## src/design/sbs_defs.vh

```
// Constants for the serial bus status and address mask block.
// Included by every design file of the block; definitions only.
`ifndef SBS_DEFS_VH
`define SBS_DEFS_VH

`define SBS_ADR_STATUS   4'h0
`define SBS_ADR_MASK     4'h4
`define SBS_ADR_RXBUF    4'h8
`define SBS_ADR_TXBUF    4'hc

`define SBS_B_ACK        15
`define SBS_B_MTX        14
`define SBS_B_BCL        10
`define SBS_B_GC         9
`define SBS_B_A10        8
`define SBS_B_WCOL       7
`define SBS_B_OVF        6
`define SBS_B_DA         5
`define SBS_B_STOP       4
`define SBS_B_START      3
`define SBS_B_RW         2
`define SBS_B_RBF        1
`define SBS_B_TBF        0

`define SBS_MASK_W       10
`define SBS_MASK_RST     10'h000
`define SBS_STAT_RST     16'h0000
`define SBS_GC_ADDR      7'h00
`define SBS_TEN_HI       5'h1e

`endif

```

## src/design/sbs_top.v

```verilog
// Serial bus status flags and slave address mask, Wishbone classic slave.
// Assumes scl/sda pins asynchronous; controller core supplies event pulses.
//
// Notes on behaviour
// - Ack slot end records NACK as one
// - Master transmit flag spans byte plus ack
// - Collision flag sticky until software clears
// - General call flag set on match, cleared at stop
// - Ten-bit match flag set, cleared at stop
// - Transmit write while busy rejected, flagged
// - Receive into full buffer flags overflow
// - Data/address flag: clear on matched address, set on data
// - Stop flag shows stop was last
// - Start flag shows start was last
// - Direction flag taken from address byte
// - Receive full set on load, cleared on read
// - Transmit full set on write, cleared on done
// - Unused status bits read zero
// - Mask bit one ignores that address bit; accept_all_mode_enable_i forces all mask bits to zero
// - Reserved addresses never match, except general call and the ten-bit upper byte
`timescale 1ns/10ps
`include "sbs_defs.vh"
module sbs_top #(
    parameter MW = `SBS_MASK_W
) (
    input  wire        clk_i,
    input  wire        rst_i,
    input  wire        ce_i,
    // Wishbone classic
    input  wire        cyc_i,
    input  wire        stb_i,
    input  wire        we_i,
    input  wire [3:0]  adr_i,
    input  wire [3:0]  sel_i,
    input  wire [31:0] dat_i,
    output reg  [31:0] dat_o,
    output reg         ack_o,
    // Bus pins, sampled only
    input  wire        scl_i,
    input  wire        sda_i,
    // Controller core events, same clock
    input  wire        busy_i,
    input  wire        ack_slot_end_i,
    input  wire        mtx_start_i,
    input  wire        collision_i,
    input  wire        tx_done_i,
    input  wire        rx_byte_i,
    input  wire [7:0]  rx_data_i,
    input  wire        addr_byte_i,
    input  wire        addr_second_i,
    input  wire        slave_tx_done_i,
    input  wire [9:0]  own_addr_i,
    input  wire        ten_bit_mode_i,
    input  wire        gc_enable_i,
    input  wire        accept_all_mode_enable_i,
    output reg  [7:0]  transmit_buffer_o,
    output reg         tx_load_o,
    output wire        addr_match_o,
    output wire [15:0] status_o
);
    wire scl_s;
    wire sda_s;
    sbs_sync u_scl (.clk_i(clk_i), .rst_i(rst_i), .ce_i(ce_i), .pin_i(scl_i), .level_o(scl_s));
    sbs_sync u_sda (.clk_i(clk_i), .rst_i(rst_i), .ce_i(ce_i), .pin_i(sda_i), .level_o(sda_s));

    reg sda_d_r;
    always @(posedge clk_i) begin
        if (rst_i)
            sda_d_r <= 1'b1;
        else if (ce_i)
            sda_d_r <= sda_s;
    end
    wire start_det = ce_i & scl_s & sda_d_r & ~sda_s;
    wire stop_det  = ce_i & scl_s & ~sda_d_r & sda_s;

    reg [MW-1:0] mask_r;
    reg [7:0]    receive_buffer_r;
    reg [6:0]    first_r;
    reg          ack_result_flag_r;
    reg          master_tx_active_flag_r;
    reg          bus_collision_flag_r;
    reg          general_call_flag_r;
    reg          ten_bit_match_flag_r;
    reg          write_collision_flag_r;
    reg          receive_overflow_flag_r;
    reg          data_flag_r;
    reg          stop_flag_r;
    reg          start_flag_r;
    reg          rw_flag_r;
    reg          receive_full_flag_r;
    reg          transmit_full_flag_r;

    wire hi_match;
    wire m7;
    wire m10;
    sbs_match #(.MW(MW)) u_match (
        .first_i    (addr_byte_i ? rx_data_i[7:1] : first_r),
        .second_i   (rx_data_i),
        .own_i      (own_addr_i),
        .ten_i      (ten_bit_mode_i),
        .mask_i     (accept_all_mode_enable_i ? {MW{1'b0}} : mask_r),
        .hi_match_o (hi_match),
        .match7_o   (m7),
        .match10_o  (m10)
    );
    wire gc_hit   = addr_byte_i && gc_enable_i && rx_data_i == {`SBS_GC_ADDR, 1'b0};
    wire own7     = addr_byte_i && m7;
    wire own10    = addr_second_i && m10;
    assign addr_match_o = own7 | own10 | gc_hit | (addr_byte_i & hi_match);

    // Wishbone decode
    wire req     = cyc_i & stb_i & ~ack_o & ce_i;
    wire wr      = req & we_i;
    wire rd      = req & ~we_i;
    wire wr_stat = wr && adr_i == `SBS_ADR_STATUS && sel_i[0];
    wire wr_mask = wr && adr_i == `SBS_ADR_MASK;
    wire wr_tx   = wr && adr_i == `SBS_ADR_TXBUF && sel_i[0];
    wire rd_rx   = rd && adr_i == `SBS_ADR_RXBUF;
    wire tx_ok   = wr_tx & ~busy_i;

    assign status_o = {ack_result_flag_r, master_tx_active_flag_r, 3'b000,
                       bus_collision_flag_r, general_call_flag_r, ten_bit_match_flag_r,
                       write_collision_flag_r, receive_overflow_flag_r, data_flag_r,
                       stop_flag_r, start_flag_r, rw_flag_r,
                       receive_full_flag_r, transmit_full_flag_r};

    always @(posedge clk_i) begin
        if (rst_i) begin
            ack_o                   <= 1'b0;
            dat_o                   <= 32'h0000_0000;
            mask_r                  <= `SBS_MASK_RST;
            receive_buffer_r        <= 8'h00;
            transmit_buffer_o       <= 8'h00;
            tx_load_o               <= 1'b0;
            first_r                 <= 7'h00;
            ack_result_flag_r       <= 1'b0;
            master_tx_active_flag_r <= 1'b0;
            bus_collision_flag_r    <= 1'b0;
            general_call_flag_r     <= 1'b0;
            ten_bit_match_flag_r    <= 1'b0;
            write_collision_flag_r  <= 1'b0;
            receive_overflow_flag_r <= 1'b0;
            data_flag_r             <= 1'b0;
            stop_flag_r             <= 1'b0;
            start_flag_r            <= 1'b0;
            rw_flag_r               <= 1'b0;
            receive_full_flag_r     <= 1'b0;
            transmit_full_flag_r    <= 1'b0;
        end else if (ce_i) begin
            ack_o     <= req;
            tx_load_o <= tx_ok;
            if (rd) begin
                case (adr_i)
                    `SBS_ADR_STATUS: dat_o <= {16'h0000, status_o};
                    `SBS_ADR_MASK:   dat_o <= {{(32-MW){1'b0}}, mask_r};
                    `SBS_ADR_RXBUF:  dat_o <= {24'h000000, receive_buffer_r};
                    `SBS_ADR_TXBUF:  dat_o <= {24'h000000, transmit_buffer_o};
                    default:         dat_o <= 32'h0000_0000;
                endcase
            end
            if (wr_mask) begin
                if (sel_i[0])
                    mask_r[7:0] <= dat_i[7:0];
                if (sel_i[1])
                    mask_r[MW-1:8] <= dat_i[MW-1:8];
            end
            if (addr_byte_i)
                first_r <= rx_data_i[7:1];

            if (ack_slot_end_i)
                ack_result_flag_r <= sda_s;

            // Start wins over end of ack when both fall in one cycle
            if (mtx_start_i)
                master_tx_active_flag_r <= 1'b1;
            else if (ack_slot_end_i)
                master_tx_active_flag_r <= 1'b0;

            // Software clears by writing zero; a set in the same cycle wins
            if (collision_i)
                bus_collision_flag_r <= 1'b1;
            else if (wr_stat && sel_i[1] && !dat_i[`SBS_B_BCL])
                bus_collision_flag_r <= 1'b0;

            if (gc_hit)
                general_call_flag_r <= 1'b1;
            else if (stop_det)
                general_call_flag_r <= 1'b0;

            if (own10)
                ten_bit_match_flag_r <= 1'b1;
            else if (stop_det)
                ten_bit_match_flag_r <= 1'b0;

            if (wr_tx && busy_i)
                write_collision_flag_r <= 1'b1;
            else if (wr_stat && !dat_i[`SBS_B_WCOL])
                write_collision_flag_r <= 1'b0;

            if (rx_byte_i && receive_full_flag_r && !rd_rx)
                receive_overflow_flag_r <= 1'b1;
            else if (wr_stat && !dat_i[`SBS_B_OVF])
                receive_overflow_flag_r <= 1'b0;

            if (own7 || own10 || gc_hit)
                data_flag_r <= 1'b0;
            else if ((rx_byte_i && !addr_byte_i && !addr_second_i) || slave_tx_done_i)
                data_flag_r <= 1'b1;

            if (stop_det) begin
                stop_flag_r  <= 1'b1;
                start_flag_r <= 1'b0;
            end else if (start_det) begin
                stop_flag_r  <= 1'b0;
                start_flag_r <= 1'b1;
            end

            if (addr_byte_i)
                rw_flag_r <= rx_data_i[0];

            // Byte moves to the buffer only when it is empty or read in the same cycle, so unread data survives
            if (rx_byte_i && (!receive_full_flag_r || rd_rx)) begin
                receive_buffer_r    <= rx_data_i;
                receive_full_flag_r <= 1'b1;
            end else if (rd_rx)
                receive_full_flag_r <= 1'b0;

            if (tx_ok) begin
                transmit_buffer_o    <= dat_i[7:0];
                transmit_full_flag_r <= 1'b1;
            end else if (tx_done_i)
                transmit_full_flag_r <= 1'b0;
        end
    end
endmodule // sbs_top

```

## src/design/sbs_sync.v

```verilog
// Three-stage synchroniser with agreement filter for one bus pin.
// Assumes the pin is asynchronous to clk_i.
`timescale 1ns/10ps
`include "sbs_defs.vh"
module sbs_sync (
    input  wire clk_i,
    input  wire rst_i,
    input  wire ce_i,
    input  wire pin_i,
    output reg  level_o
);
    reg s1_r;
    reg s2_r;
    reg s3_r;

    always @(posedge clk_i) begin
        if (rst_i) begin
            s1_r    <= 1'b1;
            s2_r    <= 1'b1;
            s3_r    <= 1'b1;
            level_o <= 1'b1;
        end else if (ce_i) begin
            s1_r <= pin_i;
            s2_r <= s1_r;
            s3_r <= s2_r;
            // Change is taken only when stages two and three agree
            if (s2_r == s3_r)
                level_o <= s3_r;
        end
    end
endmodule // sbs_sync

```

## src/design/sbs_match.v

```verilog
// Slave address comparator with per-bit mask and reserved address guard.
// Assumes the address byte(s) are stable when the compare is used.
`timescale 1ns/10ps
`include "sbs_defs.vh"
module sbs_match #(
    parameter MW = `SBS_MASK_W
) (
    input  wire [6:0]    first_i,
    input  wire [7:0]    second_i,
    input  wire [9:0]    own_i,
    input  wire          ten_i,
    input  wire [MW-1:0] mask_i,
    output wire          hi_match_o,
    output wire          match7_o,
    output wire          match10_o
);
    wire [9:0] cmp;
    genvar g;
    generate
        for (g = 0; g < 10; g = g + 1) begin : g_bit
            wire inc;
            if (g < 7) begin : g_lo
                assign inc = ten_i ? second_i[g] : first_i[g];
            end else if (g == 7) begin : g_mid
                assign inc = ten_i ? second_i[g] : 1'b0;
            end else begin : g_hi
                // Upper byte carries bits 9 and 8 in its two lowest address positions
                assign inc = first_i[g-8];
            end
            assign cmp[g] = mask_i[g] | (inc == own_i[g]);
        end
    endgenerate

    // Reserved addresses never give a seven-bit match, whatever the mask; the ten-bit upper byte check does not use this guard
    wire reserved = (first_i[6:3] == 4'h0) || (first_i[6:3] == 4'hf);
    assign match7_o   = !ten_i && !reserved && (&cmp[6:0]);
    assign hi_match_o = ten_i && (first_i[6:2] == `SBS_TEN_HI) && (&cmp[9:8]);
    assign match10_o  = hi_match_o && (&cmp[7:0]);
endmodule // sbs_match

```

## config.mk

```make
export PLATFORM = sky130hd
export DESIGN_NAME = sbs_top
export DESIGN_NICKNAME = d
export VERILOG_FILES = /design/src/design/sbs_top.v /design/src/design/sbs_sync.v /design/src/design/sbs_match.v
export VERILOG_INCLUDE_DIRS = /design/src /design/src/design
export SDC_FILE = /design/constraint.sdc
export NUM_CORES = 1
export LEC_CHECK = 0
export BUFFER_PORTS_ARGS = -buffer_cell sky130_fd_sc_hd__buf_2
export CORE_MARGIN = 2
export CORE_UTILIZATION = 55
export CTS_BUF_LIST = sky130_fd_sc_hd__clkbuf_4 sky130_fd_sc_hd__clkbuf_8
export DETAILED_ROUTE_END_ITERATION = 8
export PLACE_DENSITY = 0.88
export SLEW_MARGIN = 10
export SYNTH_ARGS = -nofsm -noshare
export SYNTH_HDL_FRONTEND = slang
export SYNTH_HIERARCHICAL = 1
export SYNTH_SLANG_ARGS = --single-unit
```

## constraint.sdc

```tcl
create_clock -name clk_i -period 5.4 [get_ports clk_i]
set_input_delay 0.81 -clock clk_i [delete_from_list [all_inputs] [get_ports clk_i]]
set_output_delay 0.81 -clock clk_i [all_outputs]
set_load 0.02 [all_outputs]
```

==> results of run 1 <==
## cell families after synthesis
kind of cell / after synthesis
compound gates: 88
xor+xnor: 10
buf+inv: 63
flops: 70
mux: 42
other cells: 1
simple gates: 131
## worst register-to-register path, stage by stage (launching register included)
cell      delay [ns]
dfxtp_1         0.31
mux2_2          0.28
mux2i_1         0.16
xor2_1          0.19
o22ai_1         0.11
nor4_2          0.29
o211a_1         0.22
a221oi_1        0.11
o21a_1          0.19
## cell usage in the layout (no fill, tap or decap), types with 4 or more instances in the layout
cell       synthesis  final
mux2_2            15     15
clkbuf_8           0      9
a211o_1            5      5
a221o_1            8      8
nor2_1            42     42
mux2i_1           27     27
xor2_1             8      8
bufinv_16          0      4
nand2_1           21     21
nand3_1           11     11
inv_1              5      5
nor2b_1           16     16
a22oi_1           13     13
conb_1             1     22
dfxtp_1           70     70
nand2b_1           4      4
nor4_1             7      6
or3b_1             9      9
a21oi_1           34     34
o21ai_0           13     13
buf_2              4     91
## power by group
part | switching, W | internal (W)
registers | 0.00000927 | 0.000529
clock network | 0.000198 | 0.000359
logic | 0.0000852 | 0.0000497
## cell type report
| type | count | area, um^2 |
|---|---|---|
| Clock inverter | 6 | 133.9 |
| Sequential cell | 70 | 1401 |
| Multi-Input combinational cell | 293 | 1887 |
| Timing Repair Buffer | 93 | 470.5 |
| Fill cell | 539 | 2175 |
| Inverter | 5 | 18.77 |
| Clock buffer | 10 | 131.4 |
| Tap cell | 77 | 96.34 |
## per-layer routing
layer	wire length, um	part of all wire (%)	track usage (%)
met5	0	0	0
met1	3828	44	33.11
met3	671	7.7	4.818
met2	3988	46	37.58
met4	265	3.0	12.70
## path summary, 6_finish.rpt
check	endpoint	slack, ns	depth (start not counted)	start
worst min-delay path	first_r[4]	0.46	2	first_r[4]
worst min register to register	first_r[4]	0.46	2	first_r[4]
worst max-delay path	addr_match_o	1.72	10	addr_byte_i
worst max register to register	data_flag_r	3.44	8	first_r[5]
## registers in the layout (all words and copies together) (netlist names), 7 cells and up
| name | cells |
|---|---|
| receive_buffer_r | 8 |
| mask_r | 10 |
| transmit_buffer_o | 8 |
| dat_o | 13 |
| first_r | 7 |
## per-stage QoR
stage / instances / instance area [um^2] / utilization (%)
after floorplan: 426 / 3662 / -
after global routing: 554 / 4139 / 65.56
final: 554 / 4139 / 65.56
after global placement: 538 / 3874 / 61.36
after detailed placement: 538 / 3874 / 61.36
after CTS: 554 / 4139 / 65.56
==> metrics.log, run 1 <==
[metrics] run status: finished, final reports clean
[metrics] VDD IR max: roughly 0.19 mV
[metrics] Pwr Total: around 0.0012 W
[metrics] Min Hold Slack: 0.4556 ns
[metrics] wire length of the first global-routing pass: roughly 14000 um
[metrics] GRT Residual Overflow: 0
[metrics] library cell used as clock root buffer: clkbuf_8
[metrics] number of remaining DRC errors: 0
[metrics] average via count per standard cell: roughly 5.7
[metrics] placeable core area: 0.006314 mm^2
[metrics] FFs w/ async S/R, synth: 0%
[metrics] relative area change from synthesis to final layout: 15.50%
[metrics] Max Transition Viols Final: 0
[metrics] fraction of post-synthesis cell area in the top cell type by area: 39.11%
[metrics] total number of placement rows: 29
[metrics] routed wire length: roughly 8800 um
[metrics] family with the most delay on the worst path: multiplexers
[metrics] Hold Path Class: flip-flop to flip-flop
[metrics] initial antenna violation count: 0
[metrics] most common cell in the netlist: dfxtp_1
[metrics] number of distinct library cell variants in the gate-level netlist after synthesis: between 50 and 60
[metrics] DR iter-0 viols: approximately 270
[metrics] Synth Cell Area: between 0.003 and 0.004 mm^2
[metrics] Die X-Extent: between 80 and 90 um
[metrics] detailed placer's ending HPWL: roughly 6400 um
[metrics] cell occurring most often along the worst timing path: buf_2
[metrics] type of the worst setup path: input pin to output pin
[metrics] post-synthesis register bit count: 70
[metrics] unrepaired setup endpoints after global routing: false
[metrics] wire length per cell after detailed routing: approximately 16 um
[metrics] share of final-layout standard cells stronger than drive strength 1: a little over a quarter
[metrics] count of mapped cells out of synthesis: between 400 and 500
[metrics] largest cells by area after synthesis: dfxtp_1 (39%), mux2i_1 (7.5%), buf_4 (7.3%), a21oi_1 (4.7%), mux2_2 (4.7%)
[metrics] Clock Latency Late Sink: about 0.35 ns
[metrics] pin count of the biggest net entering global routing: 65
[metrics] fraction of the mapped netlist area in adder cells: 0%
[metrics] Die Y-Extent: 84.72 um
[metrics] cell breakdown of the critical path: buf_2, mux2_2, mux2i_1, xor2_1, o22ai_1, nor4_2, o211a_1, a221oi_1, nand2_1, buf_2
[metrics] total number of vias: around 3200
[metrics] Avg Inst Size Synth: ~9 um^2
[metrics] number of flops mapped to enable cells by yosys: 0
[metrics] number of buffers added to fix hold violations after cts: 0
[metrics] Static Leakage: 1.863 nW
[metrics] weighted congestion at the end of routability-driven global placement: 0.9240
[metrics] vias in the first global route: around 3000
[metrics] arrival time reported for the critical path endpoint: between 2 and 3 ns
[metrics] number of setup buffers added after CTS: 0
[metrics] I/O pin count: around 140
[metrics] share of synthesized cell area in and, or, nand and nor gates: 19.55%
[metrics] highest cell delay on the worst timing path: 0.41 ns
[metrics] critical path's slowest cell: mux2_2
[metrics] synth cell count leaders: dfxtp_1 (70), nor2_1 (42), buf_4 (35)
[metrics] number of setup violations in the final report: 0
[metrics] Diodes inserted: 0
[metrics] remaining antenna violation count: 0
[metrics] Yosys warning count: 6
[metrics] Final Hold Fails: 0
[metrics] deepest level of the CTS H-tree: 3
[metrics] Setup Skew: approximately 0.014 ns
[metrics] required time at the endpoint of the critical path: between 4 and 5 ns
[metrics] parity-gate share of the synthesized area counting xor and xnor cells: under 10%
[metrics] transition time at the pin with the least slew margin: between 0.7 and 0.8 ns
[metrics] clock buffers created by TritonCTS: 9
[metrics] Setup TNS Final: 0 ns
[metrics] sequential share of the synthesized area: approximately two fifths
[metrics] achievable clock frequency: 271.5 MHz
[metrics] Crit Path Max Fanout: 20
[metrics] kind of end point of the critical path: output pin
[metrics] clock tree sinks: 70
[metrics] starting utilization of the core area: 56.76%
[metrics] overall track demand over capacity in global routing: about a quarter
[metrics] TritonCTS clock tree: built
[metrics] Critical path buffers and inverters: 2
[metrics] max-cap violations: 0
[metrics] Synth Flop Type: dfxtp_1
[metrics] Port Buffer Count: between 90 and 100
[metrics] clock-pin slew reported for the worst setup and hold paths after clock tree synthesis: 0.07 ns
[metrics] final critical-path setup slack: between 1.5 and 2 ns
[metrics] DIE AREA: between 0.007 and 0.008 mm^2
[metrics] worst setup timing slack at the placement stage: between 1.5 and 2 ns
[metrics] clock period minus final worst setup slack: approximately 3.7 ns
[metrics] Pre-antenna DRT Iters: 5
[metrics] final clock period utilization by the worst path: 68.20%
[metrics] critical path launch point type: input pin
[metrics] portion of netlist area occupied by mux cells: around an eighth
[metrics] post-cts sizing count: 0
[metrics] Relative slew margins: between 50 and 60%
[metrics] post-synth top area cell: dfxtp_1
[metrics] deepest clock path buffer count: 2
[metrics] final net count: 550
[metrics] share of the synthesized area in compound gates (AO/OA/AOI/OAI): around 16%
[metrics] main combinational cell family by area after synthesis: simple AND/OR/NAND/NOR gates
[metrics] PwrDens: between 200 and 300 mW/mm^2
Power figures use the tool's default switching activity.
==> run 2, diff against run 1 <==
--- a/config.mk
+++ b/config.mk
@@ -8,10 +8,10 @@
 export LEC_CHECK = 0
 export BUFFER_PORTS_ARGS = -buffer_cell sky130_fd_sc_hd__buf_2
 export CORE_MARGIN = 2
-export CORE_UTILIZATION = 55
+export CORE_UTILIZATION = 46
 export CTS_BUF_LIST = sky130_fd_sc_hd__clkbuf_4 sky130_fd_sc_hd__clkbuf_8
 export DETAILED_ROUTE_END_ITERATION = 8
-export PLACE_DENSITY = 0.88
+export PLACE_DENSITY = 0.79
 export SLEW_MARGIN = 10
 export SYNTH_ARGS = -nofsm -noshare
 export SYNTH_HDL_FRONTEND = slang
==> constraint.sdc (replaced) <==
create_clock -name clk_i -period 3 [get_ports clk_i]
set_input_delay 0.45 -clock clk_i [delete_from_list [all_inputs] [get_ports clk_i]]
set_output_delay 0.45 -clock clk_i [all_outputs]
set_load 0.02 [all_outputs]
==> run 2 against run 1 <==
Effect of this change: design area grew 0.42%; utilization decreased by 11 points; final cell count is 4.9% higher; clock power increased by 54%; clock-buffer cell count grew 2; total power grew 69%; non-clock buffer count up 3; flip-flop and latch count unchanged; first-iteration DRC count fell by 9.5%; critical path type unchanged; critical endpoint unchanged; highest routed layer unchanged.
==> metrics.log, run 2 (synthesis gave the netlist of run 1 again) <==
[metrics] clock-pin slew reported for the worst setup and hold paths after clock tree synthesis: 0.06 ns (about the same)
[metrics] final critical-path setup slack: 0.1569 ns (-1.560 ns)
[metrics] Setup Skew: 0.006696 ns (-0.007650 ns)
[metrics] max-cap violations: 0 (unchanged)
[metrics] arrival time reported for the critical path endpoint: 2.39 ns (-0.48 ns)
[metrics] routed wire length: 8973 um (+2.5%)
[metrics] TritonCTS clock tree: built
[metrics] share of final-layout standard cells stronger than drive strength 1: 26.93% (+0.31 points)
[metrics] Port Buffer Count: 91 (unchanged)
[metrics] Setup TNS Final: 0 ns (unchanged)
[metrics] Clock Latency Late Sink: 0.34 ns (about the same)
[metrics] wire length of the first global-routing pass: 14370 um (+2.2%)
[metrics] type of the worst setup path: input pin to output pin
[metrics] Die X-Extent: 92.26 um (+8.9%)
[metrics] PwrDens: 498.8 mW/mm^2 (+68%)
[metrics] leading cell types in the layout, fill and taps excluded: buf_2 (90), dfxtp_1 (70), nor2_1 (42)
[metrics] Die Y-Extent: 92.26 um (+8.9%)
[metrics] cell breakdown of the critical path: clkbuf_4, mux2_2, mux2i_1, xor2_1, o22ai_1, nor4_2, and3_1, a221oi_1, nand2_1, buf_2
[metrics] Hold Path Class: input pin to flip-flop
[metrics] total of fill cells in the finished design: 711 (+32%)
[metrics] DR iter-0 viols: 248 (-9.5%)
[metrics] initial antenna violation count: 0 (unchanged)
[metrics] final clock period utilization by the worst path: a little over nine tenths
[metrics] Static Leakage: 1.857 nW (-0.34%)
[metrics] Relative slew margins: 56.83% (+5.4 points)
[metrics] transition time at the pin with the least slew margin: 0.6462 ns (-0.08262 ns)
[metrics] DIE AREA: 0.008512 mm^2 (+19%)
[metrics] kind of end point of the critical path: output pin
[metrics] remaining antenna violation count: 0 (unchanged)
[metrics] starting utilization of the core area: 46.86% (-9.9 points)
[metrics] required time at the endpoint of the critical path: 2.55 ns (-2.04 ns)
[metrics] I/O pin count: 137 (unchanged)
[metrics] total number of placement rows: 32 (+10%)
[metrics] Biggest register: dat_o
[metrics] number of setup violations in the final report: 0 (unchanged)
[metrics] Top Registers: dat_o x13, mask_r x10
[metrics] detailed placer's ending HPWL: 6587 um (+2.5%)
[metrics] Min Hold Slack: 0.3138 ns (-0.1419 ns)
[metrics] library cell used as clock root buffer: clkbuf_8
[metrics] Max Transition Viols Final: 0 (unchanged)
[metrics] Final Hold Fails: 0 (unchanged)
[metrics] VDD IR max: 0.2100 mV (+10%)
[metrics] GRT Residual Overflow: 0 (unchanged)
[metrics] Largest register FFs: 13 (unchanged)
[metrics] total number of vias: 3161 (-0.75%)
[metrics] clock tree sinks: 70 (unchanged)
[metrics] average via count per standard cell: 5.441 (-5.4%)
[metrics] critical path launch point type: input pin
[metrics] unrepaired setup endpoints after global routing: false
[metrics] deepest clock path buffer count: 2 (unchanged)
[metrics] weighted congestion at the end of routability-driven global placement: 0.8513 (-7.9%)
[metrics] clock buffers created by TritonCTS: 9 (unchanged)
[metrics] Crit Path Max Fanout: 18 (-10%)
[metrics] highest cell delay on the worst timing path: 0.38 ns (-0.03 ns)
[metrics] clock period minus final worst setup slack: about 2.8 ns
[metrics] vias in the first global route: 2904 (-2.0%)
[metrics] placeable core area: 0.007647 mm^2 (+21%)
[metrics] critical path's slowest cell: mux2_2
[metrics] number of buffers added to fix hold violations after cts: 0 (unchanged)
[metrics] Pre-antenna DRT Iters: 4 (-1)
[metrics] run status: finished, final reports clean
[metrics] number of setup buffers added after CTS: 0 (unchanged)
[metrics] overall track demand over capacity in global routing: 21.51% (-3.1 points)
[metrics] commonest non-fill, non-tap cell in the layout: buf_2
[metrics] number of remaining DRC errors: 0 (unchanged)
[metrics] worst setup timing slack at the placement stage: 0.09255 ns (-1.652 ns)
[metrics] Diodes inserted: 0 (unchanged)
[metrics] relative area change from synthesis to final layout: 15.99%
[metrics] final design utilization: 54.35% (-11 points)
[metrics] wire length per cell after detailed routing: 15.44 um (-2.3%)
[metrics] pin count of the biggest net entering global routing: 64 (-1.5%)
[metrics] final net count: 553 (+0.55%)
[metrics] achievable clock frequency: 351.7 MHz
[metrics] deepest level of the CTS H-tree: 3 (unchanged)
## run 2: final cells by class
type                       instances  area, um^2  area share (%)
timing repair buffer              96       495.5           11.92
clock buffer                      12       158.9           3.823
inverter                           5       18.77          0.4515
tap                              102       127.6           3.070
sequential                        70        1401           33.71
multi-input combinational        293        1887           45.39
clock inverter                     3       67.56           1.626
## run 2: final timing paths
kind | start | to | slack (ns) | depth (start not counted)
min reg2reg | first_r[2] | first_r[2] | 0.46 | 2
max | addr_byte_i | addr_match_o | 0.16 | 10
min | sda_i | u_sda/s1_r | 0.31 | 2
max reg2reg | first_r[5] | data_flag_r | 1.07 | 8
## run 2: repair_timing
item	in CTS	in global routing
endpoints found under the hold margin	0	0
resized for setup	0	1
endpoints found under the setup margin	0	1
## run 2: critical path: cells and delay by family
kind	cells	cell delay, ns
muxes	2	0.56
AOI/OAI and AO/OA	2	0.20
xor gates and xnor gates	1	0.16
buffers and inverters	2	0.40
and+or+nand+nor	3	0.61
## run 2: report_power, final
group | leakage (nW) | switching [W] | total [W] | internal (W)
Combinational | 1.18 | 0.000155 | 0.000247 | 0.0000923
Clock | 0.112 | 0.000338 | 0.000856 | 0.000518
Sequential | 0.569 | 0.0000171 | 0.000970 | 0.000953
Total | 1.86 | 0.000510 | 0.00207 | 0.00156
## run 2: per-stage QoR
stage                     power [W]  cell area, um^2  instances
after floorplan            0.001176             3662        426
after global placement     0.001229             3928        566
after detailed placement   0.001235             3928        566
after CTS                  0.002082             4154        581
after global routing       0.002156             4156        581
final                      0.002073             4156        581
## run 2: per-layer routing
layer	track usage (%)	vias up	share of wire, %
li1	-	1530	-
met1	30.13	1493	45
met2	32.97	125	46
met3	4.848	13	7.8
met4	6.716	0	1.3
met5	0	-	0
